<file path="src/hdl/charge_consts.svh">
// Purpose: Constants of the charge cycle sequencer
// Assumes: Included by bare name where needed
// Notes: Times in their own units; cycle counts derived in the module
`ifndef CHARGE_CONSTS_SVH
`define CHARGE_CONSTS_SVH
// Clock period and the one-second timer tick
`define CCS_CLOCK_PERIOD_NS 8
`define CCS_SECOND_NS 1000000000
// Charge timer durations in minutes
`define CCS_DEFAULT_MIN 16'd180
`define CCS_PROG_MIN_LO 16'd120
`define CCS_PROG_MIN_HI 16'd360
`define CCS_SEC_PER_MIN 16'd60
// Precharge may use one quarter (25%) of the total charge time
`define CCS_PRE_SHIFT 2
// Disable level on the thermistor pin, in millivolts (comparator outside)
`define CCS_NTC_DISABLE_MV 600
// Synchronised input vector layout
`define CCS_IN_CV 0
`define CCS_IN_RECHG 1
`define CCS_IN_PRE 2
`define CCS_IN_TERM 3
`define CCS_IN_HOT_TRIP 4
`define CCS_IN_HOT_REL 5
`define CCS_IN_COLD_DEF_TRIP 6
`define CCS_IN_COLD_DEF_REL 7
`define CCS_IN_COLD_CTO_TRIP 8
`define CCS_IN_COLD_CTO_REL 9
`define CCS_IN_CTO_GND 10
`define CCS_IN_NTC_DIS 11
`define CCS_IN_TSEL_HI 12
`define CCS_IN_TSEL_GND 13
`define CCS_IN_W 14
`endif

</file>
<file path="src/hdl/charge_pkg.sv">
// Purpose: Types of the charge cycle sequencer
// Assumes: Nothing beyond the constants header
// Notes: States are one-hot
package charge_pkg;
	typedef enum logic [6:0] {
		ST_IDLE = 7'h01,
		ST_PRE = 7'h02,
		ST_CC = 7'h04,
		ST_CV = 7'h08,
		ST_FLOAT = 7'h10,
		ST_MONITOR = 7'h20,
		ST_PRE_FAULT = 7'h40
	} state_e;
	typedef logic [15:0] sec_t;
endpackage

</file>
<file path="src/hdl/charge_cycle_sequencer.sv">
// Purpose: Control sequencer of a single-cell CC/CV charger
// Assumes: Comparator results arrive asynchronous; one 125 MHz clock
// Notes: Analog thresholds and current programming live outside
`include "charge_consts.svh"
`timescale 1ns/1ps
`default_nettype none

module charge_cycle_sequencer #(
	parameter int TICK_CYCLES = `CCS_SECOND_NS / `CCS_CLOCK_PERIOD_NS
)
(
	// Clock, reset, enable
	input wire logic CLOCK,
	input wire logic ARST_N,
	input wire logic CE,
	// Battery and current comparators
	input wire logic VBAT_AT_CV,
	input wire logic VBAT_BELOW_RECHARGE,
	input wire logic VBAT_BELOW_PRECHARGE,
	input wire logic IOUT_BELOW_TERM,
	// Thermistor comparators, trip and release levels
	input wire logic NTC_BELOW_HOT_TRIP,
	input wire logic NTC_BELOW_HOT_RELEASE,
	input wire logic NTC_ABOVE_COLD_DEF_TRIP,
	input wire logic NTC_ABOVE_COLD_DEF_RELEASE,
	input wire logic NTC_ABOVE_COLD_CTO_TRIP,
	input wire logic NTC_ABOVE_COLD_CTO_RELEASE,
	input wire logic COLD_OFFSET_GROUNDED,
	input wire logic NTC_BELOW_DISABLE,
	// Timer select pin decoding and programmed duration
	input wire logic TIMER_SELECT_HIGH,
	input wire logic TIMER_SELECT_GROUNDED,
	input wire logic [15:0] TIMER_PROG_MINUTES,
	// Outputs
	output logic OUTPUT_ENABLE,
	output logic CHARGE_ACTIVE_FLAG_N,
	output logic FAULT_FLAG_N,
	output logic TIMER_EXPIRED
);

	// ********************************************************
	// Elaboration checks and local functions
	// ********************************************************

	localparam int TICK_W = $clog2(TICK_CYCLES + 1);

	// Refuse a tick length that the counter cannot serve
	if (TICK_CYCLES < 1)
	begin : g_tick_check
		$error("TICK_CYCLES must be at least one");
	end

	// Timer limit in seconds from the selected duration in minutes
	function automatic charge_pkg::sec_t minutes_to_sec(
		input logic [15:0] minutes);
		logic [15:0] m;
		m = minutes;
		if (m < `CCS_PROG_MIN_LO)
			m = `CCS_PROG_MIN_LO;
		if (m > `CCS_PROG_MIN_HI)
			m = `CCS_PROG_MIN_HI;
		return 16'(m * `CCS_SEC_PER_MIN);
	endfunction

	// ********************************************************
	// Input synchronisers
	// ********************************************************

	logic [`CCS_IN_W-1:0] raw_in;
	logic [`CCS_IN_W-1:0] sync1_r;
	logic [`CCS_IN_W-1:0] sync2_r;
	logic [15:0] prog1_r;
	logic [15:0] prog2_r;

	assign raw_in = {TIMER_SELECT_GROUNDED, TIMER_SELECT_HIGH,
		NTC_BELOW_DISABLE, COLD_OFFSET_GROUNDED,
		NTC_ABOVE_COLD_CTO_RELEASE, NTC_ABOVE_COLD_CTO_TRIP,
		NTC_ABOVE_COLD_DEF_RELEASE, NTC_ABOVE_COLD_DEF_TRIP,
		NTC_BELOW_HOT_RELEASE, NTC_BELOW_HOT_TRIP,
		IOUT_BELOW_TERM, VBAT_BELOW_PRECHARGE,
		VBAT_BELOW_RECHARGE, VBAT_AT_CV};

	// Two stages before any logic; the duration word is quasi-static
	always_ff @(posedge CLOCK or negedge ARST_N)
	begin
		if (!ARST_N)
		begin
			sync1_r <= '0;
			sync2_r <= '0;
			prog1_r <= '0;
			prog2_r <= '0;
		end
		else if (CE)
		begin
			sync1_r <= raw_in;
			sync2_r <= sync1_r;
			prog1_r <= TIMER_PROG_MINUTES;
			prog2_r <= prog1_r;
		end
	end

	logic at_cv;
	logic below_rechg;
	logic below_pre;
	logic below_term;
	logic ntc_dis;
	logic cold_trip;
	logic cold_rel;

	assign at_cv = sync2_r[`CCS_IN_CV];
	assign below_rechg = sync2_r[`CCS_IN_RECHG];
	assign below_pre = sync2_r[`CCS_IN_PRE];
	assign below_term = sync2_r[`CCS_IN_TERM];
	assign ntc_dis = sync2_r[`CCS_IN_NTC_DIS];

	// Cold comparator pair picked by the offset pin
	assign cold_trip = sync2_r[`CCS_IN_CTO_GND] ?
		sync2_r[`CCS_IN_COLD_DEF_TRIP] :
		sync2_r[`CCS_IN_COLD_CTO_TRIP];
	assign cold_rel = sync2_r[`CCS_IN_CTO_GND] ?
		sync2_r[`CCS_IN_COLD_DEF_REL] :
		sync2_r[`CCS_IN_COLD_CTO_REL];

	// ********************************************************
	// Temperature suspend with hysteresis
	// ********************************************************

	logic hot_r;
	logic cold_r;
	logic suspend;

	// Set at the trip level, cleared only past the release level, so
	// a slow thermistor cannot chatter; disable clears both flags
	always_ff @(posedge CLOCK or negedge ARST_N)
	begin
		if (!ARST_N)
		begin
			hot_r <= 1'b0;
			cold_r <= 1'b0;
		end
		else if (CE)
		begin
			if (sync2_r[`CCS_IN_HOT_TRIP] && !ntc_dis)
				hot_r <= 1'b1;
			else if (!sync2_r[`CCS_IN_HOT_REL] || ntc_dis)
				hot_r <= 1'b0;
			if (cold_trip && !ntc_dis)
				cold_r <= 1'b1;
			else if (!cold_rel || ntc_dis)
				cold_r <= 1'b0;
		end
	end

	// Disable level takes precedence over a hot reading
	assign suspend = (hot_r | cold_r) & ~ntc_dis;

	// ********************************************************
	// Timer mode and limit
	// ********************************************************

	logic timer_on;
	charge_pkg::sec_t limit_sec;
	charge_pkg::sec_t pre_limit_sec;

	// Tied low disables; tied high is default; otherwise resistor
	assign timer_on = ~sync2_r[`CCS_IN_TSEL_GND];
	assign limit_sec = sync2_r[`CCS_IN_TSEL_HI] ?
		minutes_to_sec(`CCS_DEFAULT_MIN) :
		minutes_to_sec(prog2_r);
	assign pre_limit_sec = limit_sec >> `CCS_PRE_SHIFT;

	// ********************************************************
	// Charge sequence
	// ********************************************************

	charge_pkg::state_e state_r;
	charge_pkg::state_e state_nxt;
	charge_pkg::sec_t elapsed_r;
	charge_pkg::sec_t pre_elapsed_r;
	logic [TICK_W-1:0] tick_cnt_r;
	logic expired;
	logic pre_over;
	logic charging;
	logic restart;

	assign charging = (state_r == charge_pkg::ST_PRE) ||
		(state_r == charge_pkg::ST_CC) ||
		(state_r == charge_pkg::ST_CV) ||
		(state_r == charge_pkg::ST_FLOAT);
	assign expired = timer_on && (elapsed_r >= limit_sec);
	assign pre_over = timer_on && (pre_elapsed_r >= pre_limit_sec);
	assign restart = (state_r == charge_pkg::ST_MONITOR) && below_rechg;

	// Next state; suspend freezes the four charging states where they stand
	always_comb
	begin
		state_nxt = state_r;
		if (ntc_dis)
			state_nxt = charge_pkg::ST_IDLE;
		else if (suspend && charging)
			state_nxt = state_r;
		else if (charging && expired)
			state_nxt = charge_pkg::ST_MONITOR;
		else
		begin
			unique case (state_r)
				charge_pkg::ST_IDLE:
					state_nxt = below_pre ? charge_pkg::ST_PRE :
						charge_pkg::ST_CC;
				charge_pkg::ST_PRE:
					if (pre_over)
						state_nxt = charge_pkg::ST_PRE_FAULT;
					else if (!below_pre)
						state_nxt = charge_pkg::ST_CC;
				charge_pkg::ST_CC:
					if (at_cv)
						state_nxt = charge_pkg::ST_CV;
				charge_pkg::ST_CV:
					if (below_term)
						state_nxt = timer_on ? charge_pkg::ST_FLOAT :
							charge_pkg::ST_MONITOR;
				charge_pkg::ST_FLOAT:
					state_nxt = charge_pkg::ST_FLOAT;
				charge_pkg::ST_MONITOR:
					if (below_rechg)
						state_nxt = charge_pkg::ST_IDLE;
				charge_pkg::ST_PRE_FAULT:
					if (!below_pre)
						state_nxt = charge_pkg::ST_CC;
				default:
					state_nxt = charge_pkg::ST_IDLE;
			endcase
		end
	end

	// State register; power-on reset lands in idle
	always_ff @(posedge CLOCK or negedge ARST_N)
	begin
		if (!ARST_N)
			state_r <= charge_pkg::ST_IDLE;
		else if (CE)
			state_r <= state_nxt;
	end

	// One-second tick runs only while the output is on
	always_ff @(posedge CLOCK or negedge ARST_N)
	begin
		if (!ARST_N)
			tick_cnt_r <= '0;
		else if (CE)
		begin
			if (ntc_dis || restart || !charging || suspend)
				tick_cnt_r <= '0;
			else if (tick_cnt_r == TICK_W'(TICK_CYCLES - 1))
				tick_cnt_r <= '0;
			else
				tick_cnt_r <= tick_cnt_r + 1'b1;
		end
	end

	// Elapsed on-time; paused, not cleared, while suspended
	always_ff @(posedge CLOCK or negedge ARST_N)
	begin
		if (!ARST_N)
		begin
			elapsed_r <= '0;
			pre_elapsed_r <= '0;
		end
		else if (CE)
		begin
			if (ntc_dis || restart)
			begin
				elapsed_r <= '0;
				pre_elapsed_r <= '0;
			end
			else if (charging && !suspend &&
				tick_cnt_r == TICK_W'(TICK_CYCLES - 1))
			begin
				if (!expired)
					elapsed_r <= elapsed_r + 1'b1;
				if (state_r == charge_pkg::ST_PRE && !pre_over)
					pre_elapsed_r <= pre_elapsed_r + 1'b1;
			end
		end
	end

	// ********************************************************
	// Output flags, all registered
	// ********************************************************

	// Output on only while charging, unsuspended and in time
	always_ff @(posedge CLOCK or negedge ARST_N)
	begin
		if (!ARST_N)
		begin
			OUTPUT_ENABLE <= 1'b0;
			CHARGE_ACTIVE_FLAG_N <= 1'b1;
			FAULT_FLAG_N <= 1'b1;
			TIMER_EXPIRED <= 1'b0;
		end
		else if (CE)
		begin
			OUTPUT_ENABLE <= charging && !suspend && !expired &&
				!ntc_dis;
			// Charge-active drops once termination current is seen
			CHARGE_ACTIVE_FLAG_N <= !(state_r == charge_pkg::ST_PRE ||
				state_r == charge_pkg::ST_CC ||
				state_r == charge_pkg::ST_CV) || ntc_dis;
			// Disable masks a stale precharge fault in the same cycle
			FAULT_FLAG_N <= !(suspend || state_r ==
				charge_pkg::ST_PRE_FAULT) || ntc_dis;
			TIMER_EXPIRED <= expired;
		end
	end

endmodule // charge_cycle_sequencer

`default_nettype wire

</file>
<file path="config.mk">
export PLATFORM = sky130hd
export DESIGN_NAME = charge_cycle_sequencer
export DESIGN_NICKNAME = d
export VERILOG_FILES = /design/src/hdl/charge_pkg.sv /design/src/hdl/charge_cycle_sequencer.sv
export VERILOG_INCLUDE_DIRS = /design/src /design/src/hdl
export SDC_FILE = /design/constraint.sdc
export NUM_CORES = 1
export LEC_CHECK = 0
export BUFFER_PORTS_ARGS = -buffer_cell sky130_fd_sc_hd__buf_2
export CORE_MARGIN = 2
export CORE_UTILIZATION = 40
export CTS_BUF_LIST = sky130_fd_sc_hd__clkbuf_4 sky130_fd_sc_hd__clkbuf_8
export DETAILED_ROUTE_END_ITERATION = 12
export PLACE_DENSITY = 0.67
export SETUP_SLACK_MARGIN = 0.02
export SKIP_LAST_GASP = 1
export SLEW_MARGIN = 15
export SYNTH_ARGS = -nofsm -noshare
export SYNTH_HDL_FRONTEND = slang
export SYNTH_SLANG_ARGS = --single-unit
</file>
<file path="constraint.sdc">
create_clock -name CLOCK -period 11.6 [get_ports CLOCK]
set_clock_uncertainty 0.15 [all_clocks]
set_input_delay 2.32 -clock CLOCK [delete_from_list [all_inputs] [get_ports CLOCK]]
set_output_delay 2.32 -clock CLOCK [all_outputs]
set_load 0.01 [all_outputs]
</file>
==> results.yml <==
yosys:
  syn_area_sq_um: 8120
  synth_warnings: 0
  async_flop_share_pct: 100
  seq_area_frac_synth_pct: 40.7
  ys_types: 66
  ys_ff_latch: 132
  dominantRegCellSynth: "dfrtp_1"
  synth_edf_count: 0
  avgSynthCellArea_sq_um: 9.82
  syn-instance-count: 827
critical_path:
  crit_path_end_kind: "flip-flop"
  worstPathMaxFanout: 32
  r2r-start: "prog2_r[13]"
  reg2reg_to: "pre_elapsed_r[15]"
  startpoint: "prog2_r[13]"
  path_class: "reg -> reg"
  cp.arrival_ns: 7.50
  critPathLaunchType: "flip-flop"
  r2r_slack_ns: 4.31
  reg2regPathDepth: 25
  cp.required_ns: 11.81
  critPathCapture: "pre_elapsed_r[15]"
power:
  ir_drop_uv: 82.5
  cellLeakagePower_uw: 0.00397
  cellPowerDensity_nw_per_um2: 126
  total_power_uw: 1130
clocking:
  cts_made_buffers: 17
  htreeDepth: 4
  cts-root-buf: "clkbuf_8"
  ctsHoldBuffers: 0
  insertion_delay_ns: 0.43
  clk_pin_slew_ns: 0.08
  cts_resized: 0
  tritoncts: "built"
  cts.sinks: 132
  post_cts_buffers: 0
  clockBufferDepth: 2
sta:
  fmax_mhz: 137
  hold_violations: 0
  setup_tns_ns: 0
  period_needed_ns: 7.29
  grt_setup_unrepaired: "no"
  maxSlewHeadroom_pct: 28.5
  worst_slew_pin_slew_ns: 1.07
  period_share_pct: 62.9
  maxSlewViolCount: 0
  whs_ns: 0.333
  setup_viol: 0
  fin_ws_ns: 4.31
final_layout:
  layout_commonest_cell: "dfrtp_1"
  drive_above_1_share_pct: 16.8
  final_cell_mix: "dfrtp_1, nand2_1, mux2_2"
  syn2layout_area_growth_pct: 10.2
  stdcell_count: 1144
  final_nets: 960
  antenna_cells: 0
place:
  hpwl_um: 12100
  pre_cts_ws_ns: 4.33
  gp_congestion: 0.848
  portBuffers: 36
  dp_cells: 1112
drt:
  initialDrtViolationCount: 430
  routedWlPerCell_um: 14.6
  via_count: 6244
  dr.pass1.iters: 4
  via_per_inst: 5.46
  ant_nets: 0
  totalWireLength_um: 16700
  route.detailed.drc: 0
floorplanning:
  die_w_um: 147
  die_area_sq_um: 21500
  initial_core_util_pct: 40.4
  num_io_pins: 37
  coreArea_sq_um: 20100
  die_h_um: 147
  rows: 52
global_routing:
  track_usage_pct: 16.3
  grt_pass1_vias: 5963
  grt-ovfl-total: 0
  antenna_found_initial: 0
  grt_pass1_wl_um: 29000
  grt_max_degree: 93
min_path:
  holdCritPathClass: "reg -> reg"
run_status:
  status: "finished, final reports clean"
flow_run:
  cap_violations: 0
cells in the mapped netlist (4+ instances only):
library cell  instances  share of area (%)
nor4_1               11               0.85
o21a_1                5               0.46
nand4_1              14                1.1
a21o_1                5               0.46
mux2_2               59                8.2
and4_1                5               0.54
xor2_1                8               0.86
a211oi_1              5               0.46
o311ai_0              7               0.75
or4_1                18                1.7
o31ai_1              15                1.4
nand2_1              88                4.1
clkbuf_1             28                1.3
and3_1               16                1.2
xnor2_1               9               0.97
nand2b_1             19                1.5
a22o_1                4               0.43
buf_1                 4               0.18
nor2_1               43                2.0
a21oi_1              35                2.2
o41ai_1               7               0.75
a31oi_1               4               0.31
and2_1                5               0.39
or3_1                 4               0.31
nand3_1              22                1.4
inv_1                52                2.4
ha_1                 45                6.9
nor3_1               14               0.86
dfrtp_1             129                 40
fa_1                 21                5.2
o211ai_1              9               0.83
or2_2                 5               0.39
mux2i_1               9                1.1
o21ai_0              56                3.4
cell type report:
cell class | count | area [sq um]
fill | 1890 | 11200
multi-input combinational | 617 | 4520
sequential | 132 | 3310
tap | 270 | 338
clock buffer | 20 | 263
timing repair buffer | 41 | 226
inverter | 52 | 195
clock inverter | 12 | 106
layer usage:
metal / vias up / share of wire (%) / track usage (%)
li1: 3053 / - / -
met4: 0 / 0.92 / 5.15
met1: 3069 / 51 / 24.6
met2: 108 / 45 / 23.8
met3: 14 / 3.3 / 2.91
met5: - / 0 / 0
flip-flops by register name, summed over array words and instances, names as in the netlist, 7 cells and up:
name and count:
tick_cnt_r 27, elapsed_r 16, pre_elapsed_r 16, prog1_r 16
prog2_r 16, sync1_r 14, sync2_r 14, state_r 7
critical path, stage by stage (launching register included):
cell	delay, ns
dfrtp_1	0.39
nor4_1	0.36
nand2_1	0.12
or2_2	0.38
a211o_1	0.36
and3_1	0.23
inv_1	0.13
fa_1	0.44
fa_1	0.50
inv_1	0.06
fa_1	0.39
a21o_1	0.21
a211oi_1	0.29
o21ai_0	0.21
a31o_2	0.27
a21oi_1	0.17
xnor2_1	0.14
nand2b_1	0.11
ha_1	0.19
a2111oi_0	0.53
nor2_1	0.08
nor2_1	0.10
o31ai_1	0.11
o21a_1	0.52
or4_1	0.62
a21oi_1	0.15
per-stage QoR:
step	utilization (%)	cell area, sq um
2_1_floorplan	-	8150
3_3_place_gp	42.7	8580
3_5_place_dp	42.7	8580
4_1_cts	44.5	8950
5_1_grt	44.5	8950
6_report	44.5	8950
power breakdown:
| group | internal, uW | leakage [uW] | switching [uW] | total [uW] |
|---|---|---|---|---|
| Combinational | 99.0 | 0.00210 | 124 | 223 |
| Clock | 180 | 0.000182 | 187 | 366 |
| Sequential | 499 | 0.00169 | 37.7 | 537 |
cells by family (layout without fill, tap and decap cells):
kind of cell,count (synthesis),count (layout),share of synthesized area [%]
other cells,2,10,0.0924
compound gates,179,179,14.3
buf+inv,86,125,4.08
mux,68,68,9.29
fa+ha+maj,66,66,12.1
simple gates,277,277,17.6
flops,132,132,40.7
xor+xnor,17,17,1.83
worst min path at each step:
stage / from / end / slack, ns / depth (start not counted)
floorplan: tick_cnt_r[22] / tick_cnt_r[22] / 0.29 / 1
global placement: tick_cnt_r[22] / tick_cnt_r[22] / 0.31 / 1
detailed placement: cold_r / cold_r / 0.32 / 2
CTS: cold_r / cold_r / 0.34 / 2
global route: FAULT_FLAG_N / FAULT_FLAG_N / 0.36 / 2
finish: cold_r / cold_r / 0.33 / 2
(Power assumes the default switching activity.)
